===== config.mk =====
export PLATFORM = sky130hd
export DESIGN_NAME = cartridge_disk_command_block
export DESIGN_NICKNAME = d
export VERILOG_FILES = /design/src/shared/cdisk_pkg.sv /design/src/hw/carriage_ctrl.sv /design/src/hw/word_mover.sv /design/src/hw/cartridge_disk_command_block.sv
export SDC_FILE = /design/constraint.sdc
export NUM_CORES = 1
export LEC_CHECK = 0
export BUFFER_PORTS_ARGS = -buffer_cell sky130_fd_sc_hd__buf_2
export CAP_MARGIN = 40
export CORE_ASPECT_RATIO = 0.7
export CORE_MARGIN = 5
export CORE_UTILIZATION = 50
export DETAILED_ROUTE_END_ITERATION = 10
export HOLD_SLACK_MARGIN = 0.02
export PLACE_DENSITY = 0.73
export SYNTH_ARGS = -nofsm -noshare
export SYNTH_HDL_FRONTEND = slang
export SYNTH_SLANG_ARGS = --single-unit
export TNS_END_PERCENT = 20

===== constraint.sdc =====
create_clock -name clk_sys -period 2.6 [get_ports clk_sys]
set_clock_uncertainty 0.15 [all_clocks]
set_input_delay 0 -clock clk_sys [delete_from_list [all_inputs] [get_ports clk_sys]]
set_output_delay 0 -clock clk_sys [all_outputs]
set_load 0.005 [all_outputs]

===== src/shared/cdisk_pkg.sv =====
// Shared constants and types for the cartridge disk command block
package cdisk_pkg;

  // Data path widths
  localparam int unsigned WORD_W = 16;
  localparam int unsigned MEMA_W = 32;

  // Switch default byte base and the same base seen as a bus word address
  localparam logic [15:0] BASE_BYTE_DEF = 16'hF800;
  localparam logic [19:0] BUS_WORD_DEF  = 20'hFFC00;

  // Byte address split: block select above, word index, even-byte bit
  localparam int unsigned BLK_LSB  = 4;
  localparam int unsigned IDX_MSB  = 3;
  localparam int unsigned IDX_LSB  = 1;
  localparam int unsigned BYTE_BIT = 0;

  // Word index of each setup/status word
  localparam logic [2:0] IDX_STATUS  = 3'h0;
  localparam logic [2:0] IDX_CMD     = 3'h1;
  localparam logic [2:0] IDX_CYL     = 3'h2;
  localparam logic [2:0] IDX_HDSEC   = 3'h3;
  localparam logic [2:0] IDX_COUNT   = 3'h4;
  localparam logic [2:0] IDX_ADDR_HI = 3'h5;
  localparam logic [2:0] IDX_ADDR_LO = 3'h6;
  localparam logic [2:0] IDX_LAUNCH  = 3'h7;

  // Fields of the command word and the head/sector word
  localparam int unsigned CMD_MSB  = 7;
  localparam int unsigned CMD_LSB  = 5;
  localparam int unsigned UNIT_MSB = 1;
  localparam int unsigned UNIT_LSB = 0;
  localparam int unsigned HEAD_MSB = 15;
  localparam int unsigned HEAD_LSB = 8;
  localparam int unsigned SEC_MSB  = 7;
  localparam int unsigned SEC_LSB  = 0;

  // Status word bits
  localparam int unsigned ST_DONE   = 15;
  localparam int unsigned ST_ERR    = 14;
  localparam int unsigned ST_BUSY   = 13;
  localparam int unsigned ST_WPROT  = 3;
  localparam int unsigned ST_FAULT  = 2;
  localparam int unsigned ST_NOTRDY = 1;
  localparam int unsigned ST_ABORT  = 0;

  // Small constants
  localparam logic [15:0] WORD_ZERO = 16'h0000;
  localparam logic [15:0] WORD_ONE  = 16'h0001;
  localparam logic [31:0] ADDR_ONE  = 32'h0000_0001;

  typedef enum logic [2:0] {
    CMD_STORE = 3'b000,
    CMD_FMT   = 3'b001,
    CMD_RD    = 3'b010,
    CMD_WR    = 3'b011,
    CMD_RDU   = 3'b100,
    CMD_WRU   = 3'b101,
    CMD_SEEK  = 3'b110,
    CMD_REST  = 3'b111
  } cmd_e;

endpackage


===== src/hw/carriage_ctrl.sv =====
// Head carriage restore sequencer, spindle stop mode and fault latch
`timescale 1ns/1ps
module carriage_ctrl (
  input  wire logic clk_sys,
  input  wire logic rst_n,
  input  wire logic runMode,
  input  wire logic restoreReq,
  input  wire logic panelReset,
  input  wire logic driveFault,
  input  wire logic atFwdEnd,
  input  wire logic atTrack0,
  output logic      carriageFwd,
  output logic      carriageRev,
  output logic      carriageRetract,
  output logic      spindleOn,
  output logic      faultLatched,
  output logic      restoreDone
);
  import cdisk_pkg::*;

  typedef enum logic [1:0] {
    C_IDLE = 2'b00,
    C_FWD  = 2'b01,
    C_REV  = 2'b10
  } car_state_e;

  typedef struct packed {
    car_state_e state;
    logic       fwd;
    logic       rev;
    logic       retract;
    logic       spin;
    logic       fault;
    logic       done;
  } car_s;

  car_s q;
  car_s d;

  // Stop mode, fault latch and the forward-then-back restore walk
  always_comb begin
    d         = q;
    d.done    = 1'b0;
    d.spin    = runMode;
    d.retract = !runMode;
    if (restoreReq || panelReset) begin
      d.fault = 1'b0;
    end
    if (driveFault) begin
      d.fault = 1'b1;                        // Set wins over a same-cycle clear
    end
    unique case (q.state)
      C_IDLE: begin
        if ((restoreReq || panelReset) && runMode) begin
          d.state = C_FWD;
        end else if (restoreReq) begin
          d.done = 1'b1;                     // Nothing to move while stopped
        end
      end
      C_FWD: begin
        if (!runMode) begin
          d.state = C_IDLE;
          d.done  = 1'b1;
        end else if (atFwdEnd) begin
          d.state = C_REV;
        end
      end
      C_REV: begin
        if (!runMode || atTrack0) begin
          d.state = C_IDLE;
          d.done  = 1'b1;
        end
      end
      default: d.state = C_IDLE;
    endcase
    // Drive lines registered so the carriage never sees a glitch
    d.fwd = (d.state == C_FWD);
    d.rev = (d.state == C_REV);
  end

  // State register
  always_ff @(posedge clk_sys) begin
    if (!rst_n) begin
      q <= '0;
    end else begin
      q <= d;
    end
  end

  assign carriageFwd     = q.fwd;
  assign carriageRev     = q.rev;
  assign carriageRetract = q.retract;
  assign spindleOn       = q.spin;
  assign faultLatched    = q.fault;
  assign restoreDone     = q.done;

endmodule // carriage_ctrl


===== src/hw/word_mover.sv =====
// Word-at-a-time mover between the disk stream and host memory
`timescale 1ns/1ps
module word_mover (
  input  wire logic        clk_sys,
  input  wire logic        rst_n,
  input  wire logic        start,
  input  wire logic        readDir,
  input  wire logic        wrInhibit,
  input  wire logic        abort,
  input  wire logic [15:0] count,
  input  wire logic [31:0] addr,
  input  wire logic [15:0] diskRdData,
  input  wire logic        diskRdValid,
  input  wire logic        memAck,
  input  wire logic [15:0] memRdData,
  output logic             memReq,
  output logic             memWrite,
  output logic [31:0]      memAddr,
  output logic [15:0]      memWrData,
  output logic [15:0]      diskWrData,
  output logic             diskWrStrobe,
  output logic             step,
  output logic             done
);
  import cdisk_pkg::*;

  typedef enum logic [2:0] {
    M_IDLE    = 3'b000,
    M_DISKIN  = 3'b001,
    M_MEMOUT  = 3'b010,
    M_MEMIN   = 3'b011,
    M_DISKOUT = 3'b100
  } mov_state_e;

  typedef struct packed {
    mov_state_e  state;
    logic        dir;
    logic [15:0] left;
    logic [31:0] addr;
    logic [15:0] data;
    logic        memReq;
    logic        memWrite;
    logic        strobe;
    logic        step;
    logic        done;
  } mov_s;

  mov_s q;
  mov_s d;

  // One word per pass; the next word waits for the previous handshake
  always_comb begin
    d        = q;
    d.step   = 1'b0;
    d.done   = 1'b0;
    d.strobe = 1'b0;
    if (abort) begin
      d.state  = M_IDLE;
      d.memReq = 1'b0;
    end else begin
      unique case (q.state)
        M_IDLE: begin
          if (start) begin
            d.left = count;
            d.addr = addr;
            d.dir  = readDir;
            if (count == WORD_ZERO) begin
              d.done = 1'b1;
            end else if (readDir) begin
              d.state = M_DISKIN;
            end else begin
              d.state    = M_MEMIN;
              d.memReq   = 1'b1;
              d.memWrite = 1'b0;
            end
          end
        end
        M_DISKIN: begin
          if (diskRdValid) begin
            d.data     = diskRdData;
            d.memReq   = 1'b1;
            d.memWrite = 1'b1;
            d.state    = M_MEMOUT;
          end
        end
        M_MEMIN: begin
          if (memAck) begin
            d.memReq = 1'b0;
            d.data   = memRdData;
            d.state  = M_DISKOUT;
          end
        end
        M_MEMOUT, M_DISKOUT: begin
          // A locked disk never sees a strobe, even mid-transfer
          d.strobe = (q.state == M_DISKOUT) && !wrInhibit;
          if (q.state == M_DISKOUT || memAck) begin
            d.memReq = 1'b0;
            d.step   = 1'b1;
            d.left   = q.left - WORD_ONE;
            d.addr   = q.addr + ADDR_ONE;
            if (q.left == WORD_ONE) begin
              d.state = M_IDLE;
              d.done  = 1'b1;
            end else if (q.dir) begin
              d.state = M_DISKIN;
            end else begin
              d.state    = M_MEMIN;
              d.memReq   = 1'b1;
              d.memWrite = 1'b0;
            end
          end
        end
        default: d.state = M_IDLE;
      endcase
    end
  end

  // State register
  always_ff @(posedge clk_sys) begin
    if (!rst_n) begin
      q <= '0;
    end else begin
      q <= d;
    end
  end

  assign memReq       = q.memReq;
  assign memWrite     = q.memWrite;
  assign memAddr      = q.addr;
  assign memWrData    = q.data;
  assign diskWrData   = q.data;
  assign diskWrStrobe = q.strobe;
  assign step         = q.step;
  assign done         = q.done;

endmodule // word_mover


===== src/hw/cartridge_disk_command_block.sv =====
// Setup/status word file and command interpreter of the cartridge disk controller
`timescale 1ns/1ps
module cartridge_disk_command_block #(
  parameter logic [15:0] WORDS_PER_TRACK = 16'h0F00,
  parameter logic [15:0] SECT_PER_TRACK  = 16'h0014,
  parameter logic [15:0] OVERHEAD_WORDS  = 16'h000E,
  parameter logic [15:0] TRACKS_PER_CYL  = 16'h0002,
  parameter logic [15:0] CYLS_PER_UNIT   = 16'h0198
) (
  input  wire logic                         clk_sys,
  input  wire logic                         rst_n,
  input  wire logic [15:0]                  baseAddr,
  input  wire logic [15:0]                  regAddr,
  input  wire logic [cdisk_pkg::WORD_W-1:0] regWrData,
  input  wire logic                         regWr,
  input  wire logic                         regRd,
  output logic      [cdisk_pkg::WORD_W-1:0] regRdData,
  input  wire logic                         startStop,
  input  wire logic                         faultResetPress,
  input  wire logic                         fixedWriteLock,
  input  wire logic                         removable_write_lock,
  input  wire logic                         driveReady,
  input  wire logic                         driveFault,
  input  wire logic                         atFwdEnd,
  input  wire logic                         atTrack0,
  output logic                              carriageFwd,
  output logic                              carriageRev,
  output logic                              carriageRetract,
  output logic                              spindleOn,
  output logic                              faultLamp,
  output logic                              diskGate,
  output logic      [2:0]                   diskOp,
  output logic      [1:0]                   diskUnit,
  output logic      [15:0]                  diskCyl,
  output logic      [7:0]                   diskHead,
  output logic      [7:0]                   diskSector,
  input  wire logic [cdisk_pkg::WORD_W-1:0] diskRdData,
  input  wire logic                         diskRdValid,
  output logic      [cdisk_pkg::WORD_W-1:0] diskWrData,
  output logic                              diskWrStrobe,
  output logic                              memReq,
  output logic                              memWrite,
  output logic      [cdisk_pkg::MEMA_W-1:0] memAddr,
  output logic      [cdisk_pkg::WORD_W-1:0] memWrData,
  input  wire logic                         memAck,
  input  wire logic [cdisk_pkg::WORD_W-1:0] memRdData
);
  import cdisk_pkg::*;

  typedef enum logic [2:0] {
    S_IDLE    = 3'b000,
    S_START   = 3'b001,
    S_XFER    = 3'b010,
    S_RESTORE = 3'b011,
    S_DONE    = 3'b100
  } top_state_e;

  typedef struct packed {
    top_state_e       state;
    logic [7:0][15:0] words;
    logic [15:0]      rdData;
    cmd_e             op;
    logic [3:0]       errs;
    logic             gate;
    logic             restoreReq;
    logic             moverStart;
  } top_s;

  top_s q;
  top_s d;

  logic        hit;
  logic [2:0]  idx;
  logic        notReady;
  logic        writeOp;
  logic        lockSel;
  logic        faultLatched;
  logic        restoreDone;
  logic        moverStep;
  logic        moverDone;
  logic        moverAbort;
  logic [31:0] bufAddr;

  // Block decode: base assumed aligned to the eight-word block
  assign hit = (regAddr[15:BLK_LSB] == baseAddr[15:BLK_LSB])
               && !regAddr[BYTE_BIT];
  assign idx = regAddr[IDX_MSB:IDX_LSB];

  // Conditions checked when a command is launched
  assign notReady = !startStop || !driveReady;
  assign writeOp  = (q.op == CMD_FMT) || (q.op == CMD_WR) || (q.op == CMD_WRU);
  // Even units are the fixed disk, odd units the cartridge
  assign lockSel  = q.words[IDX_CMD][UNIT_LSB] ? removable_write_lock
                                               : fixedWriteLock;
  assign bufAddr  = {q.words[IDX_ADDR_HI], q.words[IDX_ADDR_LO]};
  assign moverAbort = driveFault && (q.state == S_XFER);

  // Word file, launch decode and command sequencing
  always_comb begin
    d            = q;
    d.restoreReq = 1'b0;
    d.moverStart = 1'b0;
    d.rdData     = WORD_ZERO;
    if (regRd && hit) begin
      d.rdData = q.words[idx];
    end
    unique case (q.state)
      S_IDLE: begin
        if (regWr && hit) begin
          d.words[idx] = regWrData;
          if (idx == IDX_LAUNCH) begin
            d.state = S_START;
            d.op    = cmd_e'(q.words[IDX_CMD][CMD_MSB:CMD_LSB]);
            d.errs  = 4'h0;
            d.words[IDX_STATUS][ST_BUSY] = 1'b1;
            d.words[IDX_STATUS][ST_DONE] = 1'b0;
          end
        end
      end
      S_START: begin
        d.state = S_DONE;
        if (notReady && (q.op != CMD_STORE) && (q.op != CMD_SEEK)) begin
          d.errs[ST_NOTRDY] = 1'b1;
        end else if (faultLatched && (q.op != CMD_REST)) begin
          d.errs[ST_FAULT] = 1'b1;
        end else if (writeOp && lockSel) begin
          d.errs[ST_WPROT] = 1'b1;
        end else begin
          unique case (q.op)
            CMD_STORE: begin
              d.words[IDX_CYL]     = WORDS_PER_TRACK;
              d.words[IDX_HDSEC]   = SECT_PER_TRACK;
              d.words[IDX_COUNT]   = OVERHEAD_WORDS;
              d.words[IDX_ADDR_HI] = TRACKS_PER_CYL;
              d.words[IDX_ADDR_LO] = CYLS_PER_UNIT;
            end
            CMD_SEEK: begin
              d.state = S_DONE;
            end
            CMD_REST: begin
              d.restoreReq = 1'b1;
              d.state      = S_RESTORE;
            end
            CMD_FMT, CMD_RD, CMD_WR, CMD_RDU, CMD_WRU: begin
              // Format uses the write path for the word count held in the count word
              d.moverStart = 1'b1;
              d.gate       = 1'b1;
              d.state      = S_XFER;
            end
          endcase
        end
      end
      S_XFER: begin
        if (moverStep) begin
          // Count and buffer pointer follow the transfer word by word
          d.words[IDX_COUNT] = q.words[IDX_COUNT] - WORD_ONE;
          {d.words[IDX_ADDR_HI], d.words[IDX_ADDR_LO]} = bufAddr + ADDR_ONE;
        end
        if (moverAbort) begin
          d.errs[ST_ABORT] = 1'b1;
          d.errs[ST_FAULT] = 1'b1;
          d.gate           = 1'b0;
          d.state          = S_DONE;
        end else if (moverDone) begin
          d.gate  = 1'b0;
          d.state = S_DONE;
        end
      end
      S_RESTORE: begin
        if (restoreDone) begin
          d.state = S_DONE;
        end
      end
      S_DONE: begin
        // Status left behind for the host to judge the outcome
        d.words[IDX_STATUS]            = WORD_ZERO;
        d.words[IDX_STATUS][ST_DONE]   = 1'b1;
        d.words[IDX_STATUS][ST_ERR]    = |q.errs;
        d.words[IDX_STATUS][ST_WPROT]  = q.errs[ST_WPROT];
        d.words[IDX_STATUS][ST_FAULT]  = q.errs[ST_FAULT];
        d.words[IDX_STATUS][ST_NOTRDY] = q.errs[ST_NOTRDY];
        d.words[IDX_STATUS][ST_ABORT]  = q.errs[ST_ABORT];
        d.state                        = S_IDLE;
      end
      default: d.state = S_IDLE;
    endcase
  end

  // State register
  always_ff @(posedge clk_sys) begin
    if (!rst_n) begin
      q <= '0;
    end else begin
      q <= d;
    end
  end

  // Restore walk, stop mode and fault latch; panel reset restores too
  carriage_ctrl u_carriage (
    .clk_sys         (clk_sys),
    .rst_n           (rst_n),
    .runMode         (startStop),
    .restoreReq      (q.restoreReq),
    .panelReset      (faultResetPress),
    .driveFault      (driveFault),
    .atFwdEnd        (atFwdEnd),
    .atTrack0        (atTrack0),
    .carriageFwd     (carriageFwd),
    .carriageRev     (carriageRev),
    .carriageRetract (carriageRetract),
    .spindleOn       (spindleOn),
    .faultLatched    (faultLatched),
    .restoreDone     (restoreDone)
  );

  // Data transfers; raw versus formatted only changes what the drive does
  word_mover u_mover (
    .clk_sys      (clk_sys),
    .rst_n        (rst_n),
    .start        (q.moverStart),
    .readDir      ((q.op == CMD_RD) || (q.op == CMD_RDU)),
    .wrInhibit    (lockSel),
    .abort        (moverAbort),
    .count        (q.words[IDX_COUNT]),
    .addr         (bufAddr),
    .diskRdData   (diskRdData),
    .diskRdValid  (diskRdValid),
    .memAck       (memAck),
    .memRdData    (memRdData),
    .memReq       (memReq),
    .memWrite     (memWrite),
    .memAddr      (memAddr),
    .memWrData    (memWrData),
    .diskWrData   (diskWrData),
    .diskWrStrobe (diskWrStrobe),
    .step         (moverStep),
    .done         (moverDone)
  );

  // Registered outputs taken straight from the state
  assign regRdData  = q.rdData;
  assign faultLamp  = faultLatched;
  assign diskGate   = q.gate;
  assign diskOp     = q.op;
  assign diskUnit   = q.words[IDX_CMD][UNIT_MSB:UNIT_LSB];
  assign diskCyl    = q.words[IDX_CYL];
  assign diskHead   = q.words[IDX_HDSEC][HEAD_MSB:HEAD_LSB];
  assign diskSector = q.words[IDX_HDSEC][SEC_MSB:SEC_LSB];
endmodule // cartridge_disk_command_block


# Word-level counts from Yosys, hierarchy flattened
# Cells that the tools add are included.
[totals]
register_bits = 238
latch_bits = 0
ram_bits = 0
mem_bits_ro = 0
input_bits = 94
output_inout_bits = 126
mem_count = 0
[op_classes]
n_addsub = 4
n_mul = 0
div = 0
order_cmp = 2
n_eq_ne = 45
n_shift = 0
muxes = 86
n_bitwise = 4
reduce_logical = 62
[op_table]
columns = ["cell", "count"]
rows = [
  ["$mux 80", 4],
  ["$pmux 48 s3", 1],
  ["$mux 131", 1],
  ["$bwmux 128", 1],
  ["$mux 48", 2],
  ["$pmux 48 s2", 1],
  ["$add 32x1->32 const B", 2],
  ["$pmux 16 s2", 2],
  ["$pmux 32 s2", 1],
  ["$mux 52", 1],
  ["$bmux 16 s3", 1],
  ["$demux 16 s3", 1],
  ["$mux 3", 14],
  ["$mux 16", 2],
  ["$ne 2x2->1 const B", 16],
  ["$sub 16x1->16 const B", 2],
  ["$mux 2", 15],
  ["$pmux 3 s4", 2],
  ["$reduce_and 6->1", 4],
  ["$mux 1", 22],
  ["$reduce_and 4->1", 5],
  ["$eq 3x2->1 const B", 6],
  ["$eq 3x3->1 const B", 6],
  ["$mux 18", 1],
  ["36 further kinds", 90],
]

# Logic depth before layout (Yosys ltp)
[depth]
word_depth = 8
depth_mapped = 9
mapped_depth_nobuf = 8

# Modules after synthesis
# Synthesis repeated with hierarchy kept, for this count alone.
[hier_totals]
cells_unflattened = 1684
area_unflattened_um2 = 13459.2
[modules_own_cells]
columns = ["module", "n_inst", "cells_per_inst", "area_per_inst_um2", "seq_area_each_um2"]
rows = [
  ["cartridge_disk_command_block", 1, 1024, 8329.2, 3143.0],
  ["word_mover", 1, 636, 4860.9, 1461.4],
  ["carriage_ctrl", 1, 24, 269.0, 160.2],
]

# Least setup slack after synthesis
# Ideal clock, no wire load.
[synth_timing]
path_type = "reg-to-reg"
startpoint = "register q, in the netlist bufAddr[0]"
endpoint = "register q, in the netlist bufAddr[22]"
arrival_time_ns = 1.980
t_required_ns = 2.364
setup_slack_ns = 0.385
stages_incl_launch_ff = 9
path_cell_list = "dfxtp_1 -> ha_1 -> and4_1 -> clkbuf_1 -> nand4_1 -> or3_1 -> a21oi_1 -> a31oi_1 -> a211oi_1"
[synth_between]
elab_chain_cells = 3
[synth_lines]
columns = ["element", "line_no", "rtl"]
rows = [
  ["start, declared", "cartridge_disk_command_block.sv:69", "top_s q;"],
  ["start signal, assigned", "cartridge_disk_command_block.sv:192", "q <= '0;"],
  ["start signal, assigned", "cartridge_disk_command_block.sv:194", "q <= d;"],
  ["$add 32x1->32", "cartridge_disk_command_block.sv:157", "{d.words[IDX_ADDR_HI], d.words[IDX_ADDR_LO]} = bufAddr + ADDR_ONE;"],
  ["$mux 48", "cartridge_disk_command_block.sv:154", "if (moverStep) begin"],
  ["$pmux 48 s3", "cartridge_disk_command_block.sv:107", "unique case (q.state)"],
]
# Every way passes these cells. The select of a mux whose other input is x is not followed.
# A chain may end at the register's enable or synchronous reset.

# Worst setup path in the final report
[layout_timing]
startpoint = "register u_mover.q[72] in the netlist's numbering"
endpoint = "register u_mover.q, in the netlist u_mover.diskWrData[10]"
[layout_between]
elab_chain_cells = 3
[layout_lines]
columns = ["element", "line_no", "rtl"]
rows = [
  ["start, declared", "word_mover.sv:48", "mov_s q;"],
  ["start signal, assigned", "word_mover.sv:121", "q <= '0;"],
  ["start signal, assigned", "word_mover.sv:123", "q <= d;"],
  ["$eq 3x2->1 / $eq 3x1->1 (equally long branches)", "word_mover.sv:61", "unique case (q.state)"],
  ["$ne 2x2->1 (no source line) / $reduce_bool 2->1 (equally long branches)", "--", ""],
  ["$reduce_and 4->1 (no source line)", "--", ""],
]
# Parallel ways exist; a longest one is shown, timed or not.

==> summary.txt <==
Timing
  • Achievable frequency: 395 MHz
  • Setup TNS: 0 ns
  • Worst slew pin tran: 0.840 ns
  • RSZ-0062 raised after global routing: no
  • Final setup viols: 0
  • Final min period: 2.53 ns
  • Slew Limit Fails: 0
  • Fin crit share: 97.4%
  • Hold Violations, Final: 0
  • Rel. slew slack: 43.5%

Detailed routing
  • Antenna viol nets, final: 0
  • Drt pass-1 iters: 6
  • Initial DRC Count: 2067
  • DR DRC count: 0
  • Vias: 14400
  • Routed len/inst: 22.2 um
  • DR vias/cell: 6.40
  • Total wire length: 49.8 mm

Global routing
  • Met2 Track Usage GR: 45.7%
  • Vias in the first global route: 13400
  • GRT overflow: 0
  • Largest net degree at the start of global routing: 43
  • Grt peak-use layer: met2
  • First-pass GRT wire length: 77.0 mm
  • GR Util met1: 43.6%
  • GRT Overall Usage: 30.5%
  • Initial antenna violation count: 1
  • Met3 Use GR: 7.97%

Cells and area
  • Layout area overhead: 19.4%
  • Nets: 1958
  • Design area: 0.0164 mm^2
  • Final non-filler cell total: 2243
  • Layout cells sized above 1: 22.4%
  • Fillers: 2343

Synthesis
  • Post-synth net total: 1819
  • Cell Area, Synth: 0.0137 mm^2
  • Seq/Total Area, Yosys: 34.8%
  • Yosys reg bits: 238
  • Gate Count Post-Synth: 1719
  • Fraction of registers with async set/reset: 0%
  • Post-synthesis cell type count: 78
  • Synth warn: 0
  • Synthesized area per cell: 7.97 um^2
  • Ys flop type: dfxtp_1
  • Number of flops mapped to enable cells by yosys: 0

Power and ir drop
  • Worst vdd ir: 432 uV
  • Pleak: 6.47 nW
  • Pwr Density: 519 mW/mm^2

Place
  • GPL Wtd Cong: 0.963
  • Placed Cells: 2123
  • DP Area: 0.0146 mm^2
  • Port Buffers: 215
  • Final HPWL DP: 34.5 mm

Floorplan
  • Area of the core: 0.0269 mm^2
  • # IOs: 220
  • Initial Utilization: 50.9%
  • Die ar.: 0.0309 mm^2
  • Die W: 208 um
  • Core Rows: 50
  • Die Height: 149 um

CTS
  • TritonCTS Buffers: 26
  • Clock Latency Late Sink: 0.55 ns
  • CTS H-tree depth: 1
  • Post-CTS Repair Setup Buffers: 0
  • CTS Buffer Depth: 3
  • Clock tree root driver cell: clkbuf_16
  • Clock sinks: 238
  • Clock tree from TritonCTS: yes
  • Worst-path clk slew: 0.07 ns

Critical path
  • Crit path capture type: register
  • Startpoint types: register
  • WS Path Type: register to register
  • Worst path slowest cell: dlygate4sd3_1
  • CP arrival: 2.87 ns
  • Critical Path Most Common Cell: nand2_1
  • Crit-path cells: buf_4, nor2b_1, nand2_1, nand2_1, a311oi_1, dlygate4sd3_1
  • Slowest cell delay on critical path: 0.62 ns
  • Critical-path maximum fanout: 17
  • CP Data Required Time: 2.94 ns

Job
  • Max Cap Viol: 0

Hold path
  • HP Class: primary input to register

Run status
  • Status: completed
-- power breakdown --
group | leakage, nW | internal (W) | switching, W
clock | 0.502 | 0.00277 | 0.00164
sequential | 1.92 | 0.00365 | 0.00000363
combinational | 4.05 | 0.000166 | 0.000258
total | 6.47 | 0.00659 | 0.00190
-- cell type report --
class	instances	area, um^2	share of cell area, %
multi-input cells	1177	7350	44.9
clock buffers	32	724	4.43
diodes	1	2.50	0.0153
repair buffers	394	2690	16.4
well taps	364	455	2.78
flip-flops and latches	238	4770	29.1
inverters	21	83.8	0.512
clock inverters	16	288	1.76
-- cell usage in the layout, fill, tap and decap left out, drive strengths merged, types with 8 or more instances in the layout --
master / Yosys / layout
or3: 12 / 12
xor2: 27 / 27
a211oi: 49 / 49
a21oi: 147 / 147
nand4: 22 / 22
buf: 156 / 323
and3: 16 / 16
and2: 14 / 14
a31oi: 51 / 51
a22o: 17 / 17
clkbuf: 127 / 32
o31ai: 9 / 9
nor2: 143 / 143
a22oi: 50 / 50
nor4: 19 / 19
mux2i: 38 / 38
dfxtp: 238 / 238
inv: 20 / 22
xnor2: 24 / 24
o21ai: 74 / 74
bufinv: 0 / 8
dlygate4sd3: 0 / 71
a221oi: 32 / 32
nand2: 138 / 138
or4: 10 / 10
and4: 12 / 12
nand3: 95 / 95
a311oi: 25 / 25
nor3: 49 / 49
-- per-layer routing --
layer,up-vias,wire [um]
met5,-,0
met4,0,1590
met3,140,6590
met2,1019,21200
met1,6724,20400
li1,6483,-
-- sequential cells by signal (all words and copies together), names as in the netlist, 2 cells and up --
register / flops
diskHead: 8
u_mover.diskWrData: 16
diskUnit: 2
u_mover.q: 20
u_mover.memAddr: 32
q: 71
bufAddr: 32
diskCyl: 16
u_carriage.q: 2
diskSector: 8
regRdData: 16
diskOp: 3
-- cell families after synthesis --
kind of cell,count (synthesis),share of synthesized area (%)
AO/OA/AOI/OAI,520,26.2
XOR/XNOR,51,3.26
adder cells (fa/ha/maj),6,0.548
buffers and inverters,304,11.9
flip-flops,238,34.8
multiplexers,40,2.94
AND/OR/NAND/NOR,560,20.3
-- cells in the mapped netlist (all sizes together), types with 6 or more instances --
cell type	number	area share, %
a311oi	25	1.6
a22o	17	1.1
mux2i	38	2.8
nand2b	7	0.32
buf	156	7.9
dfxtp	238	35
xor2	27	1.7
ha	6	0.55
o31ai	9	0.49
and3	16	0.73
a221oi	32	2.2
and4	12	0.77
and2	14	0.64
a22oi	50	2.7
a31oi	51	2.3
nor4	19	1.1
nand3	95	3.5
inv	20	0.55
nor3	49	2.0
or3	12	0.55
nand2	138	3.8
a211oi	49	3.4
xnor2	24	1.5
nor2b	7	0.32
a21oi	147	5.4
o211ai	7	0.38
clkbuf	127	3.5
o21ai	74	2.7
a32o	7	0.51
nand4	22	1.2
or4	10	0.55
nor2	143	3.9
nor3b	7	0.50
-- per-stage QoR --
step           hold WS [ns]  power [W]  setup WS [ns]  util (%)
2_1_floorplan       -0.0776    0.00390          0.385         -
3_3_place_gp         0.0560    0.00406          0.235      54.3
3_5_place_dp         0.0577    0.00406          0.144      54.3
4_1_cts              0.0612    0.00849         0.0133      60.7
5_1_grt               0.128    0.00869        0.00346      60.8
6_report             0.0678    0.00849         0.0669      60.8
-- final timing paths --
path	slack, ns	cells past startpoint	startpoint	end
setup reg to reg	0.07	6	u_mover.q[72]	u_mover.diskWrData[10]
hold / removal	0.07	6	removable_write_lock	q[6]
setup / recovery	0.07	6	u_mover.q[72]	u_mover.diskWrData[10]
hold reg to reg	0.30	2	q[36]	q[36]
-- critical path: cells and delay by family (launching register included) --
kind            cells  cell delay, ns
simple gates        3            0.66
buf+inv             2            0.83
flops               1            0.49
compound gates      1            0.35
-- repair_timing --
item,in CTS,in global routing
endpoints found under the setup margin,0,16
gates resized for setup,0,6
hold buffers,71,0
hold endpoints to repair,188,0
(Power assumes the default switching activity.)
